==> src/hw/fsi_consts.svh <==
// Constants for the flash security and reset-initialization block
`ifndef FSI_CONSTS_SVH
`define FSI_CONSTS_SVH

// Configuration field addresses (18-bit global)
`define FSI_ADDR_KEY0      18'h3ff00
`define FSI_ADDR_PROT      18'h3ff0c
`define FSI_ADDR_DPROT     18'h3ff0d
`define FSI_ADDR_OPT       18'h3ff0e
`define FSI_ADDR_SEC       18'h3ff0f
`define FSI_ADDR_CFG       18'h3ff08

// Security byte fields
`define FSI_SEC_LSB        0
`define FSI_BACKDOOR_KEY_ENABLE_LSB      6
`define FSI_SEC_UNSECURE   2'h2
`define FSI_BACKDOOR_KEY_ENABLE_ON       2'h2

// Built-in defaults: protected and secured
`define FSI_DEF_SEC        8'hff
`define FSI_DEF_PROT       8'h00
`define FSI_DEF_DPROT      8'h00
`define FSI_DEF_OPT        8'hff
`define FSI_DEF_CFG        16'h0000

// Forbidden key values
`define FSI_KEY_ZERO       16'h0000
`define FSI_KEY_ONES       16'hffff

// Initialization timing
`define FSI_STALL_NS       400
`define FSI_CLK_NS         40
`define FSI_STALL_CYC      ((`FSI_STALL_NS + `FSI_CLK_NS - 1) / `FSI_CLK_NS)
`define FSI_NKEYS          4

`endif

==> src/hw/fsi_pkg.sv <==
// Types for the flash security and reset-initialization block
package fsi_pkg;

   // Operating modes of the surrounding chip
   typedef enum logic [1:0] {
      FSI_MODE_NORMAL,
      FSI_MODE_SPECIAL,
      FSI_MODE_OTHER
   } fsi_mode_t;

   // Commands this block decides on
   typedef enum logic [2:0] {
      FSI_CMD_NONE,
      FSI_CMD_VERIFY_KEY,
      FSI_CMD_ERASE_VERIFY_ALL,
      FSI_CMD_ERASE_ALL,
      FSI_CMD_UNSECURE,
      FSI_CMD_PROGRAM,
      FSI_CMD_ERASE_SECTOR
   } fsi_cmd_t;

endpackage

==> src/hw/fsi_ctrl.sv <==
// Security, stop hold-off and reset initialization for the flash controller
`timescale 1ns/1ps
`include "fsi_consts.svh"

module fsi_ctrl (
   input  wire logic              sys_clk_i,
   input  wire logic              sys_rst_i,
   input  wire logic              clk_en_i,
   // Configuration field read port
   output logic [17:0]            cfg_addr_o,
   output logic                   cfg_rd_o,
   input  wire logic [15:0]       cfg_data_i,
   input  wire logic              cfg_valid_i,
   input  wire logic              cfg_err_i,
   input  wire logic              cfg_dbl_i,
   // Command launch and completion from the sequencer
   input  wire logic              cmd_launch_i,
   input  wire fsi_pkg::fsi_cmd_t cmd_i,
   input  wire logic [17:0]       cmd_addr_i,
   input  wire logic [63:0]       cmd_keys_i,
   input  wire logic              cmd_done_i,
   input  wire logic              erased_ok_i,
   input  wire fsi_pkg::fsi_mode_t mode_i,
   output logic                   cmd_accept_o,
   output logic                   cmd_reject_o,
   output logic                   cmd_complete_flag_o,
   // Stop handshake
   input  wire logic              stop_req_i,
   output logic                   stop_ack_o,
   // CPU access control
   output logic                   cpu_stall_o,
   output logic                   array_rd_block_o,
   // Loaded state
   output logic [7:0]             security_reg_o,
   output logic [1:0]             security_state_field_o,
   output logic [7:0]             program_array_protect_reg_o,
   output logic [7:0]             data_array_protect_reg_o,
   output logic [7:0]             option_reg_o,
   output logic [15:0]            cfg_param_o,
   output logic [1:0]             verify_error_status_o,
   output logic                   secured_o,
   output logic                   debug_enable_o
);
   import fsi_pkg::*;

   // ==========================================================
   // Init sequencer
   typedef enum logic [2:0] {
      ST_STALL, ST_RD_CFG, ST_RD_PROT, ST_RD_OPT, ST_RD_SEC, ST_RD_KEY,
      ST_RUN, ST_BUSY
   } fsi_state_t;

   fsi_state_t  state_r;
   logic [4:0]  stall_cnt_r;
   logic [1:0]  key_idx_r;
   logic        req_out_r;
   logic        init_err_r;
   logic [15:0] keys_r [0:3];
   logic        key_locked_r;
   logic        verify_run_r;
   fsi_cmd_t    cur_cmd_r;
   logic [63:0] cur_keys_r;
   logic        keys_ok;
   logic        allowed;
   logic        unsec;
   logic        sec_region;
   logic [17:0] rd_addr;
   logic        launch_ok;
   logic        init_last;
   logic        done_now;
   logic        idle_nxt;
   logic        verify_nxt;

   assign unsec = (security_reg_o[`FSI_SEC_LSB +: 2] == `FSI_SEC_UNSECURE);

   // Address of the word the current init step needs
   always_comb begin
      unique case (state_r)
         ST_RD_CFG:  rd_addr = `FSI_ADDR_CFG;
         ST_RD_PROT: rd_addr = `FSI_ADDR_PROT;
         ST_RD_OPT:  rd_addr = `FSI_ADDR_OPT;
         ST_RD_SEC:  rd_addr = `FSI_ADDR_SEC;
         ST_RD_KEY:  rd_addr = `FSI_ADDR_KEY0 + {15'h0, key_idx_r, 1'b0};
         default:    rd_addr = `FSI_ADDR_SEC;
      endcase
   end

   // Main sequence: reset restarts init and so aborts any command
   always_ff @(posedge sys_clk_i or posedge sys_rst_i) begin
      if (sys_rst_i) begin
         state_r     <= ST_STALL;
         stall_cnt_r <= 5'h0;
         key_idx_r   <= 2'h0;
         req_out_r   <= 1'b0;
      end else if (clk_en_i) begin
         unique case (state_r)
            ST_STALL: begin
               if (stall_cnt_r == 5'(`FSI_STALL_CYC - 1)) begin
                  state_r <= ST_RD_CFG;
               end else begin
                  stall_cnt_r <= stall_cnt_r + 5'h1;
               end
            end
            ST_RD_CFG, ST_RD_PROT, ST_RD_OPT, ST_RD_SEC: begin
               req_out_r <= ~cfg_valid_i;
               if (cfg_valid_i && req_out_r) begin
                  req_out_r <= 1'b0;
                  unique case (state_r)
                     ST_RD_CFG:  state_r <= ST_RD_PROT;
                     ST_RD_PROT: state_r <= ST_RD_OPT;
                     ST_RD_OPT:  state_r <= ST_RD_SEC;
                     default:    state_r <= ST_RD_KEY;
                  endcase
               end
            end
            ST_RD_KEY: begin
               req_out_r <= ~cfg_valid_i;
               if (cfg_valid_i && req_out_r) begin
                  req_out_r <= 1'b0;
                  key_idx_r <= key_idx_r + 2'h1;
                  if (key_idx_r == 2'(`FSI_NKEYS - 1)) begin
                     state_r <= ST_RUN;
                  end
               end
            end
            ST_RUN: begin
               if (cmd_launch_i && allowed) begin
                  state_r <= ST_BUSY;
               end
            end
            ST_BUSY: begin
               if (cmd_done_i) begin
                  state_r <= ST_RUN;
               end
            end
         endcase
      end
   end

   // ==========================================================
   // Loaded registers; security only changes by reload or unsecure
   always_ff @(posedge sys_clk_i or posedge sys_rst_i) begin
      if (sys_rst_i) begin
         security_reg_o              <= `FSI_DEF_SEC;
         program_array_protect_reg_o <= `FSI_DEF_PROT;
         data_array_protect_reg_o    <= `FSI_DEF_DPROT;
         option_reg_o                <= `FSI_DEF_OPT;
         cfg_param_o                 <= `FSI_DEF_CFG;
         init_err_r                  <= 1'b0;
         verify_error_status_o       <= 2'h0;
      end else if (clk_en_i) begin
         if (cfg_valid_i && req_out_r && !init_err_r) begin
            if (cfg_err_i) begin
               // Once wrong, stay at defaults for the rest of init
               init_err_r                  <= 1'b1;
               security_reg_o              <= `FSI_DEF_SEC;
               program_array_protect_reg_o <= `FSI_DEF_PROT;
               data_array_protect_reg_o    <= `FSI_DEF_DPROT;
               option_reg_o                <= `FSI_DEF_OPT;
               cfg_param_o                 <= `FSI_DEF_CFG;
            end else begin
               unique case (state_r)
                  ST_RD_CFG:  cfg_param_o <= cfg_data_i;
                  ST_RD_PROT: begin
                     program_array_protect_reg_o <= cfg_data_i[7:0];
                     data_array_protect_reg_o    <= cfg_data_i[15:8];
                  end
                  ST_RD_OPT:  option_reg_o <= cfg_data_i[7:0];
                  ST_RD_SEC:  security_reg_o <= cfg_data_i[7:0];
                  default:    ;
               endcase
            end
         end
         if (cfg_valid_i && req_out_r && cfg_dbl_i) begin
            verify_error_status_o <= 2'h3;
         end
         if (state_r == ST_BUSY && cmd_done_i) begin
            if (cur_cmd_r == FSI_CMD_VERIFY_KEY && keys_ok) begin
               security_reg_o[`FSI_SEC_LSB +: 2] <= `FSI_SEC_UNSECURE;
            end
            if (cur_cmd_r == FSI_CMD_ERASE_VERIFY_ALL && erased_ok_i
                && mode_i == FSI_MODE_SPECIAL) begin
               security_reg_o[`FSI_SEC_LSB +: 2] <= `FSI_SEC_UNSECURE;
            end
            if (cur_cmd_r == FSI_CMD_UNSECURE) begin
               security_reg_o[`FSI_SEC_LSB +: 2] <= `FSI_SEC_UNSECURE;
            end
         end
      end
   end

   // Keys held for comparison only; verify never writes them back
   always_ff @(posedge sys_clk_i or posedge sys_rst_i) begin
      if (sys_rst_i) begin
         for (int i = 0; i < `FSI_NKEYS; i++) begin
            keys_r[i] <= `FSI_KEY_ZERO;
         end
      end else if (clk_en_i) begin
         if (state_r == ST_RD_KEY && cfg_valid_i && req_out_r) begin
            keys_r[key_idx_r] <= cfg_err_i ? `FSI_KEY_ZERO : cfg_data_i;
         end
      end
   end

   // Match needs every word equal and none of the forbidden values
   always_comb begin
      keys_ok = !init_err_r;
      for (int i = 0; i < `FSI_NKEYS; i++) begin
         if (keys_r[i] != cur_keys_r[16*i +: 16] ||
             keys_r[i] == `FSI_KEY_ZERO ||
             keys_r[i] == `FSI_KEY_ONES) begin
            keys_ok = 1'b0;
         end
      end
   end

   // ==========================================================
   // Command gating by mode and security
   assign sec_region = (cmd_addr_i[17:8] == 10'(`FSI_ADDR_SEC >> 8));

   always_comb begin
      unique case (cmd_i)
         FSI_CMD_VERIFY_KEY:
            allowed = !key_locked_r &&
               security_reg_o[`FSI_BACKDOOR_KEY_ENABLE_LSB +: 2] == `FSI_BACKDOOR_KEY_ENABLE_ON;
         FSI_CMD_ERASE_VERIFY_ALL: allowed = 1'b1;
         FSI_CMD_ERASE_ALL, FSI_CMD_UNSECURE:
            allowed = (mode_i == FSI_MODE_SPECIAL) || unsec;
         FSI_CMD_PROGRAM, FSI_CMD_ERASE_SECTOR:
            // Security sector needs unsecured device and upper unprotected
            allowed = !sec_region ||
               (unsec && program_array_protect_reg_o[7]);
         default: allowed = 1'b0;
      endcase
   end

   // ==========================================================
   // Look-ahead for the registered outputs
   // Flag moves on the very edge that launches or ends a command, read block
   // on the edge that launches or ends a key verify, the stop answer on the launch edge; read off the
   // state register alone they would trail by a cycle and leave a stop or a read open.
   // A stop raised together with a launch loses: the command is
   // already committed and must run to its end first.
   assign launch_ok = (state_r == ST_RUN) && cmd_launch_i && allowed;
   assign done_now  = (state_r == ST_BUSY) && cmd_done_i;

   // Last key word taken, so the run state starts next cycle
   assign init_last = (state_r == ST_RD_KEY) && cfg_valid_i && req_out_r
                      && key_idx_r == 2'(`FSI_NKEYS - 1);

   // Idle next cycle: nothing launched, or init or a command just ended
   assign idle_nxt = (state_r == ST_RUN && !launch_ok) || init_last
                     || done_now;

   // Key verify runs from its launch edge up to its done edge
   assign verify_nxt = (launch_ok && cmd_i == FSI_CMD_VERIFY_KEY)
                       || (verify_run_r && !done_now);

   // Command capture and lock after a bad key
   always_ff @(posedge sys_clk_i or posedge sys_rst_i) begin
      if (sys_rst_i) begin
         key_locked_r <= 1'b0;
         verify_run_r <= 1'b0;
         cur_cmd_r    <= FSI_CMD_NONE;
         cur_keys_r   <= 64'h0;
         cmd_accept_o <= 1'b0;
         cmd_reject_o <= 1'b0;
      end else if (clk_en_i) begin
         cmd_accept_o <= 1'b0;
         cmd_reject_o <= 1'b0;
         if (state_r == ST_RUN && cmd_launch_i) begin
            cmd_accept_o <= allowed;
            cmd_reject_o <= ~allowed;
            if (allowed) begin
               cur_cmd_r    <= cmd_i;
               cur_keys_r   <= cmd_keys_i;
               verify_run_r <= (cmd_i == FSI_CMD_VERIFY_KEY);
            end
         end
         if (state_r == ST_BUSY && cmd_done_i) begin
            verify_run_r <= 1'b0;
            if (cur_cmd_r == FSI_CMD_VERIFY_KEY && !keys_ok) begin
               key_locked_r <= 1'b1;
            end
         end
      end
   end

   // ==========================================================
   // Registered outputs
   always_ff @(posedge sys_clk_i or posedge sys_rst_i) begin
      if (sys_rst_i) begin
         cmd_complete_flag_o    <= 1'b0;
         stop_ack_o             <= 1'b0;
         cpu_stall_o            <= 1'b1;
         array_rd_block_o       <= 1'b1;
         cfg_addr_o             <= `FSI_ADDR_SEC;
         cfg_rd_o               <= 1'b0;
         security_state_field_o <= 2'(`FSI_DEF_SEC >> `FSI_SEC_LSB);
         secured_o              <= 1'b1;
         debug_enable_o         <= 1'b0;
      end else if (clk_en_i) begin
         // Flag low through init and while busy, dropped on launch edge
         cmd_complete_flag_o <= idle_nxt;
         // No ack while a command runs, so it completes first; the ack
         // needs the run state, so it comes with or after the flag and never stands with flag low
         stop_ack_o <= stop_req_i && state_r == ST_RUN
                       && !launch_ok;
         cpu_stall_o <= (state_r == ST_STALL);
         // Reads stay shut from the verify launch edge to its done edge
         array_rd_block_o <= (state_r == ST_STALL) || verify_nxt;
         cfg_addr_o <= rd_addr;
         cfg_rd_o   <= (state_r inside {ST_RD_CFG, ST_RD_PROT, ST_RD_OPT,
                        ST_RD_SEC, ST_RD_KEY}) && !cfg_valid_i;
         // Only reload or unsecure moves these, never a new program
         security_state_field_o <= security_reg_o[`FSI_SEC_LSB +: 2];
         secured_o      <= !unsec;
         debug_enable_o <= unsec;
      end
   end

endmodule // fsi_ctrl

==> config.mk <==
export PLATFORM = sky130hd
export DESIGN_NAME = fsi_ctrl
export DESIGN_NICKNAME = d
export VERILOG_FILES = /design/src/hw/fsi_pkg.sv /design/src/hw/fsi_ctrl.sv
export VERILOG_INCLUDE_DIRS = /design/src /design/src/hw
export SDC_FILE = /design/constraint.sdc
export NUM_CORES = 1
export LEC_CHECK = 0
export BUFFER_PORTS_ARGS = -buffer_cell sky130_fd_sc_hd__clkbuf_2
export CORE_ASPECT_RATIO = 1.5
export CORE_MARGIN = 1.5
export CORE_UTILIZATION = 45
export CTS_CLUSTER_SIZE = 28
export DETAILED_ROUTE_END_ITERATION = 6
export PLACE_DENSITY = 0.82
export SYNTH_ARGS = -nofsm -noshare
export SYNTH_HDL_FRONTEND = slang
export SYNTH_SLANG_ARGS = --single-unit
==> constraint.sdc <==
create_clock -name sys_clk_i -period 6.28 [get_ports sys_clk_i]
set_input_delay 0.314 -clock sys_clk_i [delete_from_list [all_inputs] [get_ports sys_clk_i]]
set_output_delay 0.314 -clock sys_clk_i [all_outputs]
set_load 0.02 [all_outputs]
==> results of run 1 <==
synthesized netlist by cell type (all sizes together) (2+ instances only):
master,number
a21boi,2
a21o,3
a21oi,13
a22o,3
a31oi,2
a41o,2
and3,2
buf,25
clkbuf,26
conb,2
dfrtp,184
dfstp,25
ha,6
inv,19
mux2,73
mux2i,2
nand2,121
nand2b,19
nand3,9
nand4,38
nor2,27
nor2b,3
nor3,9
nor3b,3
nor4,25
nor4bb,2
o211ai,2
o21ai,112
o21bai,2
o221ai,2
o22a,8
xnor2,59
xor2,4
final timing paths:
kind	slack, ps	cells after the start	to	startpoint
worst min register to register	480	2	security_reg_o[2]$_DFFE_PP1P_	security_reg_o[2]$_DFFE_PP1P_
min in group sys_clk_i	40	2	cur_keys_r[30]$_DFFE_PP0P_	cmd_keys_i[30]
worst max register to register	3520	5	cmd_complete_flag_o$_DFFE_PP0P_	state_r[1]$_DFFE_PP0P_
worst min-delay path	-8	2	cfg_param_o[2]$_DFFE_PP0P_	sys_rst_i
max in group asynchronous	4830	3	cur_keys_r[20]$_DFFE_PP0P_	sys_rst_i
worst max-delay path	3520	5	cmd_complete_flag_o$_DFFE_PP0P_	state_r[1]$_DFFE_PP0P_
where the power goes:
| part | internal (uW) | leakage (uW) | switching, uW |
|---|---|---|---|
| logic | 623 | 0.00200 | 656 |
| clock network | 686 | 0.000307 | 508 |
| registers | 1810 | 0.00264 | 359 |
worst max-delay path, cell delays in order (launching register included):
cell and delay (ps):
dfrtp_1 510, nand2b_1 320, nor3_1 610, nand2_1 720, nor3b_1 370, a21oi_1 150
cell families (layout without fill, tap and decap cells):
group                      Yosys count  in the layout  share of synthesized area [%]
other                                2             14                         0.0807
AOI/OAI and AO/OA                  161            161                           10.0
xor gates and xnor gates            63             63                           5.93
buffers and inverters               70            228                           3.68
and+or+nand+nor                    261            261                           13.6
adders and majority gates            6              6                          0.806
DFF                                209            209                           56.5
muxes                               75             75                           9.37
state kept, by name (all words and copies together), names as in the netlist, 3 cells and up:
| name | flops |
|---|---|
| cfg_addr_o | 4 |
| state_r | 3 |
| security_reg_o | 8 |
| option_reg_o | 8 |
| keys_r | 64 |
| data_array_protect_reg_o | 8 |
| program_array_protect_reg_o | 8 |
| cur_cmd_r | 3 |
| cfg_param_o | 16 |
| stall_cnt_r | 5 |
| cur_keys_r | 64 |
through the flow:
step	hold slack [ps]	total power (uW)	worst slack, ps
2_1_floorplan	442	3020	298
3_3_place_gp	461	3410	3320
3_5_place_dp	469	3460	3260
4_1_cts	34.2	4670	3520
5_1_grt	40.1	4880	3230
6_report	-8.42	4640	3520
layout make-up:
class                   instances  area [um^2]
clock buffers                  33          591
repair buffers                172          868
clock inverters                 4         47.5
multi-input cells             580         3760
inverters                      19         78.8
flip-flops and latches        209         5260
fillers                      1781         9400
well taps                     264          330
per-layer routing:
| metal | track usage [%] | wire length [um] |
|---|---|---|
| met2 | 39.8 | 12400 |
| met5 | 0 | 0 |
| met3 | 4.23 | 1400 |
| met4 | 9.75 | 966 |
| met1 | 25.9 | 9170 |
==> summary.md, run 1 <==
| Metric | Value |
|---|---|
| Worst-path maximum fanout | 33 |
| Post-CTS resize count | 0 |
| Clk root buf | clkbuf_16 |
| CP Data Required Time | 6700 ps |
| Clk sinks | 209 |
| Slew @ Worst Pin | 1170 ps |
| # H-tree levels | 1 |
| Lkg Pwr | around 0.005 uW |
| WS Path Type | flop to flop |
| Util after Layout | 53.8% |
| Leading area contributor after synthesis | dfrtp_1 |
| Clock Skew | 16.4 ps |
| Critical Path Source Type | flop |
| Antenna Cells | 0 |
| Hold Slack | -8.42 ps |
| Routability cong. | 0.865 |
| Count of final hold-check violations | 1 |
| CP Capture Type | flop |
| Vias in the first global route | ~6900 |
| Max Slew Vio Count | 0 |
| Post-synthesis cell type count | 54 |
| Detailed Place HPWL | 17.3 mm |
| Routed WL | 23.9 mm |
| Dpl cell area | 10300 um^2 |
| Sequential fraction of the synthesis area | 56.5% |
| Clock Path Buffers | 3 |
| Core Region | approximately 20000 um^2 |
| Min-delay worst type | input port to asynchronous set/reset pin |
| CTS tree | done |
| Via count | 6851 |
| CTS Hold Bufs | 0 |
| DRC violations left | 0 |
| First-pass GRT wire length | 36.9 mm |
| Nets@finish | 1122 |
| Detailed Routing Iterations Pass 1 | 4 |
| Fin area | 10900 um^2 |
| GRT Total Usage | between 20% and 30% |
| VDD IR max | 0.258 mV |
| Clock slew at reported path FFs | 60 ps |
| Vias/cell | ~5.3 |
| Layout cells sized above 1 | 30.1% |
| Fmax achieved | around 360 MHz |
| Top post-synthesis cells by area | dfrtp_1, mux2_2, dfstp_2, o21ai_0, xnor2_1 |
| Overflow after GRT | 0 |
| CTS buffer count | 21 |
| Yosys top cell area share | 49.5% |
| Post-DRT Antenna Nets | 0 |
| RSZ-0062 raised after global routing | no |
| # setup viols final | 0 |
| Synth Register Bits | ~210 |
| FP Rows | 64 |
| Failing checks | hold timing |
| Outcome | finished with violations |
| Placed Instances | around 1200 |
| Async set or reset register ratio after synthesis | 100% |
| Pin count of the biggest net entering global routing | roughly 150 |
| Top_reg_cell synth | dfrtp_1 |
| Port Buf Inserts | around 170 |
| Commonest non-fill, non-tap cells in the layout | dfrtp_1, clkbuf_2, nand2_1 |
| Drt wl/cell | 18.7 um |
| Layout overhead on the synthesized area | 17.5% |
| First-iteration detailed-routing DRC count | between 300 and 400 |
| Starting Density | 45.8% |
| IO Count | 192 |
| Crit path DAT | roughly 3200 ps |
| Slew Limit Headroom | 22.1% |
| Clock Latency Late Sink | 500 ps |
| Cell Count, Final, Fillers Out | 1281 |
| Yosys warnings | 0 |
| Die area | 21600 um^2 |
| PwrDens | 424 nW/um^2 |
| Initial antenna violation count | 0 |
| Die Span X | 120 um |
| Max-Cap Viols | 0 |
| Number of enable flip-flop cells after synthesis | 0 |
| Post-Synthesis Cell Area | 9310 um^2 |
| Synthesized instance count | 847 |
| Die height | roughly 180 um |
| Post-CTS setup buffer count | 0 |
| Setup TNS Final | 0 ps |
| Most common cell after layout, fill and taps aside | dfrtp_1 |
| Syn_area_per_cell | 11.0 um^2 |
| Period minus WS final | 2760 ps |
| Fin crit share | 43.9% |
(Power assumes the default switching activity.)
==> run 2, diff against run 1 <==
Settings changed: ABC_AREA set to 1.
Clock period 6.28 ns to 2.45 ns, I/O delays scaled along.
==> run 2 against run 1 <==
The flow now finishes without violations; sequential power grew to 2.9 times the previous value; non-clock buffer count increased by 104; critical path type unchanged; synthesized cell count grew 54%; synthesized area rose by 8.8%; final cell count rose by 44%; largest power group unchanged; setup slack got worse by 3100 ps; combinational power rose to 3.8 times the previous value.
==> summary.md, run 2 <==
| Metric | Value |
|---|---|
| Clk sinks | 209 (unchanged) |
| Vias in the first global route | 9470 (+38%) |
| Slew Limit Headroom | 22.1% (-0.070 points) |
| Critical-path cell list | nor3b_1 -> a22oi_1 -> nand3_1 -> nand2_1 -> inv_2 -> nand2_4 -> buf_12 -> nor2_1 -> a21oi_2 |
| Cell Count, Final, Fillers Out | 1844 (+44%) |
| Clock Latency Late Sink | 500 ps (about the same) |
| Hold Path Origin | cfg_err_i |
| Hold Path Sink | security_reg_o[1]$_DFFE_PP1P_ |
| GRT Total Usage | 25.0% (+2.7 points) |
| Synthesized instance count | 1301 (+54%) |
| Fillcell total | 1883 (+5.7%) |
| Starting Density | 45.6% (-0.19 points) |
| Detailed Routing Iterations Pass 1 | 5 (+1) |
| Post-CTS setup buffer count | 0 (unchanged) |
| Outcome | finished clean |
| Worst Path Buf+Inv | 2 (+2) |
| Die height | 187 um (+4.2%) |
| IO Count | 192 (unchanged) |
| Cell Int Power | 9020 uW (+190%) |
| Tot Pwr | 14600 uW (+210%) |
| Most common cell after layout, fill and taps aside | nand2_1 |
| CP peak stage delay | 540 ps (-180 ps) |
| Top_reg_cell synth | dfrtp_1 |
| Hold Slack | 12.8 ps (+21.2 ps) |
| Sw frac | 38.1% (+5.3 points) |
| Nets@finish | 1673 (+49%) |
| Syn_area_per_cell | 7.78 um^2 (-29%) |
| Critical R2R Capture | cur_keys_r[8]$_DFFE_PP0P_ |
| Min-delay worst type | input port to flop |
| Layout cells sized above 1 | 18.2% (-12 points) |
| Crit-path slowest cell | dfstp_2 |
| Post-Synthesis Cell Area | 10100 um^2 (+8.8%) |
| First-iteration detailed-routing DRC count | 626 (+83%) |
| Most frequent cell after synthesis | nand2_1 |
| Worst-path maximum fanout | 69 (+110%) |
| Dpl cell area | 11200 um^2 (+9.2%) |
| FP Rows | 67 (+4.7%) |
| Synth Area in Adders | 0.741% (-0.065 points) |
| Post-DRT Antenna Nets | 0 (unchanged) |
| Hold path depth | 3 |
| R2r setup slk | 420 ps (-3100 ps) |
| Number of enable flip-flop cells after synthesis | 0 (unchanged) |
| Most frequent cells after synthesis | nand2_1, dfrtp_1, nor2_1 |
| Yosys top cell area share | 45.5% (-4.0 points) |
| Yosys warnings | 0 (unchanged) |
| Layout overhead on the synthesized area | 26.9% |
| Clock Skew | 10.0 ps (-6.38 ps) |
| Commonest non-fill, non-tap cells in the layout | nand2_1, dfrtp_1, nor2_1 |
| Post-synthesis cell type count | 42 (-22%) |
| Antenna Cells | 0 (unchanged) |
| Main combinational cell family by area after synthesis | simple AND/OR/NAND/NOR gates |
| CTS tree | done |
| Sequential share of power | 42.2% (-4.5 points) |
| Async set or reset register ratio after synthesis | 100% (unchanged) |
| Placed Instances | 1722 (+38%) |
| Util after Layout | 57.9% (+4.1 points) |
| Largest regs | cur_keys_r x64, keys_r x64, cfg_param_o x16 |
| Delay-heaviest family, CP | simple AND/OR/NAND/NOR gates |
| Top post-synthesis cells by area | dfrtp_1, nand2_1, nor2_1, dfstp_2, inv_1 |
| WS Path Type | flop to flop |
| Clk root buf | clkbuf_16 |
| Synth Area in XOR/XNOR | 1.38% (-4.5 points) |
| Max Slew Vio Count | 0 (unchanged) |
| DRC violations left | 0 (unchanged) |
| Count of final hold-check violations | 0 (-1) |
| Sequential fraction of the synthesis area | 52.0% (-4.6 points) |
| Port Buf Inserts | 169 (unchanged) |
| CP Data Required Time | 2820 ps (-3880 ps) |
| RSZ-0062 raised after global routing | no |
| Routability cong. | 0.910 (+5.2%) |
| # setup viols final | 0 (unchanged) |
| Fin crit share | 82.9% (+39 points) |
| Multiplexer share of the synthesized area | 0% (-9.4 points) |
| Fmax achieved | 492 MHz (+36%) |
| Routed WL | 29.3 mm (+23%) |
| Slew @ Worst Pin | 1170 ps (+1.04 ps) |
| Via count | 9368 (+37%) |
| Die area | 23400 um^2 (+8.6%) |
| Post-Synth Simple-Gate Area | 25.4% (+12 points) |
| Leading area contributor after synthesis | dfrtp_1 |
| CTS buffer count | 21 (unchanged) |
| Critical Path Source Type | flop |
| Detailed Place HPWL | 20.7 mm (+19%) |
| Clk pwr share | 24.8% (-0.9 points) |
| Max-Cap Viols | 0 (unchanged) |
| Post-synthesis compound-gate area fraction | 11.3% (+1.3 points) |
| Sw Pwr | 5560 uW (+270%) |
| First-pass GRT wire length | 47.0 mm (+27%) |
| PwrDens | 1130 nW/um^2 (+170%) |
| Clock Path Buffers | 3 (unchanged) |
| VDD IR max | 0.845 mV (+230%) |
| Fin area | 12900 um^2 (+18%) |
| FF-to-FF path depth | 9 (+4) |
| Post-CTS resize count | 0 (unchanged) |
| Die Span X | 125 um (+4.2%) |
| # H-tree levels | 1 (unchanged) |
| CTS Hold Bufs | 85 (+85) |
| Synth Register Bits | 209 (unchanged) |
| Drt wl/cell | 15.9 um (-15%) |
| Crit path DAT | 2400 ps (-770 ps) |
| Clock slew at reported path FFs | 70 ps (about the same) |
| Vias/cell | 5.08 (-5.0%) |
| CP Capture Type | flop |
| Comb pwr share | 32.9% (+5.3 points) |
| Overflow after GRT | 0 (unchanged) |
| Worst r2r src | security_reg_o[7]$_DFFE_PP1P_ |
| Core Region | 22200 um^2 (+9.2%) |
| Period minus WS final | 2030 ps (-727 ps) |
| Pin count of the biggest net entering global routing | 107 (-27%) |
| Lkg Pwr | 0.00671 uW (+36%) |
| Initial antenna violation count | 0 (unchanged) |
run 2: how the worst max path moves through the flow:
stage | start | to | slack (ps) | depth (start not counted)
floorplan | sys_rst_i | cfg_param_o[0]$_DFFE_PP0P_ | -370 | 1
global placement | security_reg_o[7]$_DFFE_PP1P_ | cur_keys_r[10]$_DFFE_PP0P_ | 520 | 9
detailed placement | security_reg_o[1]$_DFFE_PP1P_ | cur_keys_r[15]$_DFFE_PP0P_ | 490 | 12
CTS | security_reg_o[1]$_DFFE_PP1P_ | cur_keys_r[15]$_DFFE_PP0P_ | 440 | 12
global route | security_reg_o[1]$_DFFE_PP1P_ | cur_keys_r[11]$_DFFE_PP0P_ | 280 | 12
finish | security_reg_o[7]$_DFFE_PP1P_ | cur_keys_r[8]$_DFFE_PP0P_ | 420 | 9
run 2: final cells by class:
| cell class | count | area [um^2] | share of cell area, % |
|---|---|---|---|
| Sequential cell | 209 | 5260 | 40.9 |
| Multi-Input combinational cell | 888 | 3990 | 31.1 |
| Timing Repair Buffer | 276 | 1900 | 14.8 |
| Inverter | 158 | 597 | 4.64 |
| Clock buffer | 27 | 558 | 4.34 |
| Tap cell | 276 | 345 | 2.69 |
| Clock inverter | 10 | 201 | 1.57 |
run 2: cell families after synthesis:
logic type,after synthesis
AOI/OAI and AO/OA,205
xor gates and xnor gates,16
adders and majority gates,6
buffers and inverters,216
DFF,209
other,2
and+or+nand+nor,647
run 2: metal layers:
| layer | up-vias | global-route usage, % | share of wire [%] |
|---|---|---|---|
| met5 | - | 0 | 0 |
| li1 | 4511 | - | - |
| met1 | 4349 | 28.4 | 37 |
| met3 | 109 | 3.84 | 5.9 |
| met2 | 399 | 43.3 | 50 |
| met4 | 0 | 16.3 | 7.1 |
run 2: power groups by stage:
stage | Sequential (uW) | Combinational (uW) | Clock [uW]
floorplan | 6390 | 2870 | 0
global placement | 6100 | 4470 | 0
detailed placement | 6150 | 4650 | 0
CTS | 6140 | 4800 | 3640
global route | 6330 | 5450 | 3760
finish | 6160 | 4810 | 3620
run 2: worst reg2reg max path, delay by kind of cell (launching register included):
kind	cells	cell delay, ps
AND/OR/NAND/NOR	5	870
buffers and inverters	2	310
AO/OA/AOI/OAI	2	180
flip-flops	1	540
run 2: per-stage QoR:
stage	setup slack [ps]	TNS [ps]
after floorplan	-366	-67400
after global placement	519	0
after detailed placement	489	0
after CTS	437	0
after global routing	281	0
final	419	0
==> run 3, diff against run 2 <==
Settings changed: PLACE_DENSITY 0.82 to 0.79.
Clock period 2.45 ns to 2 ns, I/O delays scaled along.
==> run 3 against run 2 <==
Sequential share of layout area is 0.27 points lower; critical path depth stayed put; worst hold slack worse by 6.5 ps; via count is 0.77% lower; sequential power is 23% higher; global-route usage is 0.26 points lower; die area stayed put; count of clock-buffer cells in the layout is 5 higher; setup slack worse by 300 ps; largest power group unchanged; highest routed layer unchanged.
==> summary.md, run 3 (synthesis gave the netlist of run 2 again) <==
| Metric | Value |
|---|---|
| Outcome | finished clean |
| Nets@finish | 1676 (+0.18%) |
| Sw Pwr | 6790 uW (+22%) |
| Critical Path Source Type | flop |
| Count of final hold-check violations | 0 (unchanged) |
| Clk root buf | clkbuf_16 |
| Layout cells sized above 1 | 18.5% (+0.35 points) |
| Antenna Cells | 0 (unchanged) |
| Detailed Place HPWL | 20.8 mm (+0.85%) |
| Via count | 9296 (-0.77%) |
| Clock slew at reported path FFs | 60 ps (about the same) |
| RSZ-0062 raised after global routing | yes |
| CP Data Required Time | 2380 ps (-440 ps) |
| Max-Cap Viols | 0 (unchanged) |
| Clock Latency Late Sink | 500 ps (about the same) |
| Clk pwr share | 22.9% (-1.9 points) |
| First-iteration detailed-routing DRC count | 595 (-5.0%) |
| GRT Total Usage | 24.7% (-0.26 points) |
| Post-DRT Antenna Nets | 0 (unchanged) |
| # H-tree levels | 1 (unchanged) |
| Routability cong. | 0.899 (-1.2%) |
| Fin crit share | 93.9% (+11 points) |
| Wl on met1 | 10.9 mm (-0.13%) |
| Setup WS post-layout | 121 ps (-298 ps) |
| Slew @ Worst Pin | 758 ps (-411 ps) |
| Detailed Routing Iterations Pass 1 | 5 (unchanged) |
| Die Span X | 125 um (unchanged) |
| Placement Setup Slack | 116 ps (-374 ps) |
| # setup viols final | 0 (unchanged) |
| Period minus WS final | 1880 ps (-152 ps) |
| Routed WL | 29.0 mm (-1.0%) |
| Dpl cell area | 11400 um^2 (+1.2%) |
| Port Buf Inserts | 169 (unchanged) |
| CP peak stage delay | 540 ps (about the same) |
| IO Count | 192 (unchanged) |
| Slew Limit Headroom | 49.3% (+27 points) |
| DR top layer | met4 |
| Commonest non-fill, non-tap cells in the layout | nand2_1, dfrtp_1, nor2_1 |
| DRC violations left | 0 (unchanged) |
| Placed Instances | 1725 (+0.17%) |
| Metal2 WL | 14.6 mm (-0.37%) |
| Wire length on met3 | 1.61 mm (-7.8%) |
| CTS tree | done |
| VDD IR max | 1.08 mV (+28%) |
| Core Region | 22200 um^2 (unchanged) |
| Lkg Pwr | 0.00673 uW (+0.30%) |
| Clk sinks | 209 (unchanged) |
| Most common cell after layout, fill and taps aside | nand2_1 |
| Initial antenna violation count | 0 (unchanged) |
| Sequential share of power | 43.2% (+1.0 points) |
| WS Path Type | flop to flop |
| Largest regs | cur_keys_r x64, keys_r x64, cfg_param_o x16 |
| Pin count of the biggest net entering global routing | 46 (-57%) |
| First-pass GRT wire length | 46.5 mm (-1.2%) |
| Overflow after GRT | 0 (unchanged) |
| Drt wl/cell | 15.7 um (-1.2%) |
| Cell Int Power | 10700 uW (+18%) |
| Crit-path slowest cell | dfstp_2 |
| Comb pwr share | 33.9% (+1.0 points) |
| Max Slew Vio Count | 0 (unchanged) |
| Vias/cell | 5.03 (-0.93%) |
| Starting Density | 45.6% (unchanged) |
| Critical-path cell list | nor3b_1 -> a22oi_1 -> nand3_1 -> nand2_1 -> inv_2 -> nand2_4 -> buf_12 -> nor2_1 -> a21oi_2 |
| FP Rows | 67 (unchanged) |
| Fin area | 12900 um^2 (+0.67%) |
| Vias in the first global route | 9302 (-1.8%) |
| CP Capture Type | flop |
| Die height | 187 um (unchanged) |
| Die area | 23400 um^2 (unchanged) |
| Min-delay worst type | input port to flop |
| Cell Count, Final, Fillers Out | 1847 (+0.16%) |
| Sw frac | 38.8% (+0.69 points) |
| Crit path DAT | 2260 ps (-140 ps) |
| Clock Path Buffers | 3 (unchanged) |
| Fmax achieved | 532 MHz (+8.1%) |
| Fillcell total | 1889 (+0.32%) |
| Post-CTS setup buffer count | 0 (unchanged) |
| Clock Skew | 8.15 ps (-1.89 ps) |
| Layout overhead on the synthesized area | 27.8% |
| PwrDens | 1350 nW/um^2 (+19%) |
| CTS buffer count | 21 (unchanged) |
| Worst-path maximum fanout | 29 (-58%) |
==> run 3: cell types whose count changed in the layout (fill, tap and decap cells not counted), sizes merged <==
cell / previous run / this run
clkbuf: 196 / 201
clkinv: 4 / 3
bufinv: 6 / 2
buf: 22 / 25
==> run 3: metal layers <==
metal  global-route usage (%)  up-vias
li1                         -     4514
met1                     28.8     4306
met2                     42.8      367
met3                     3.33      109
met4                     15.5        0
met5                        0        -
==> run 3: area by class of cell <==
class                           count  area, um^2  area share (%)
Multi-Input combinational cell    888        4020            31.0
Inverter                          158         597            4.61
Clock inverter                      5        77.6           0.599
Clock buffer                       32         607            4.69
Timing Repair Buffer              279        2040            15.7
Sequential cell                   209        5260            40.7
Tap cell                          276         345            2.67
==> run 3: power groups by stage <==
stage / combinational (uW) / clock (uW) / sequential [uW]
finish: 5930 / 4000 / 7550
global route: 6690 / 4220 / 7770
CTS: 5900 / 4040 / 7510
detailed placement: 5720 / 0 / 7540
global placement: 5520 / 0 / 7500
floorplan: 3520 / 0 / 7830
==> run 3: worst paths after layout <==
check | depth (start not counted) | startpoint | end | slack [ps]
worst min-delay path | 3 | cfg_data_i[6] | option_reg_o[6]$_DFFE_PP1P_ | 6
worst min register to register | 2 | security_state_field_o[0]$_DFFE_PP1P_ | security_state_field_o[0]$_DFFE_PP1P_ | 470
max in group asynchronous | 4 | sys_rst_i | security_reg_o[4]$_DFFE_PP1P_ | 960
worst max register to register | 9 | security_reg_o[7]$_DFFE_PP1P_ | cur_keys_r[6]$_DFFE_PP0P_ | 120
worst max-delay path | 9 | security_reg_o[7]$_DFFE_PP1P_ | cur_keys_r[6]$_DFFE_PP0P_ | 120
min in group asynchronous | 3 | sys_rst_i | cur_keys_r[21]$_DFFE_PP0P_ | 280
==> run 3: stage by stage <==
stage	utilization, %	hold WS, ps	setup TNS [ps]	power [uW]
6_report	58.3	6.29	0	17500
5_1_grt	58.3	18.2	-35.8	18700
4_1_cts	58.1	4.76	0	17400
3_5_place_dp	51.2	248	0	13300
3_3_place_gp	51.2	252	0	13000
2_1_floorplan	-	238	-148660	11300
==> run 3: critical path, delay by kind of cell (launching register included) <==
| family | cells | cell delay (ps) |
|---|---|---|
| and+or+nand+nor | 5 | 780 |
| buffers and inverters | 2 | 270 |
| AOI/OAI and AO/OA | 2 | 160 |
| DFF | 1 | 540 |
==> run 3: repair_timing <==
| action | 4_1_cts | 5_1_grt |
|---|---|---|
| hold buffers | 85 | 0 |
| gates resized for setup | 0 | 7 |
| endpoints found under the hold margin | 129 | 0 |
| endpoints found under the setup margin | 0 | 29 |
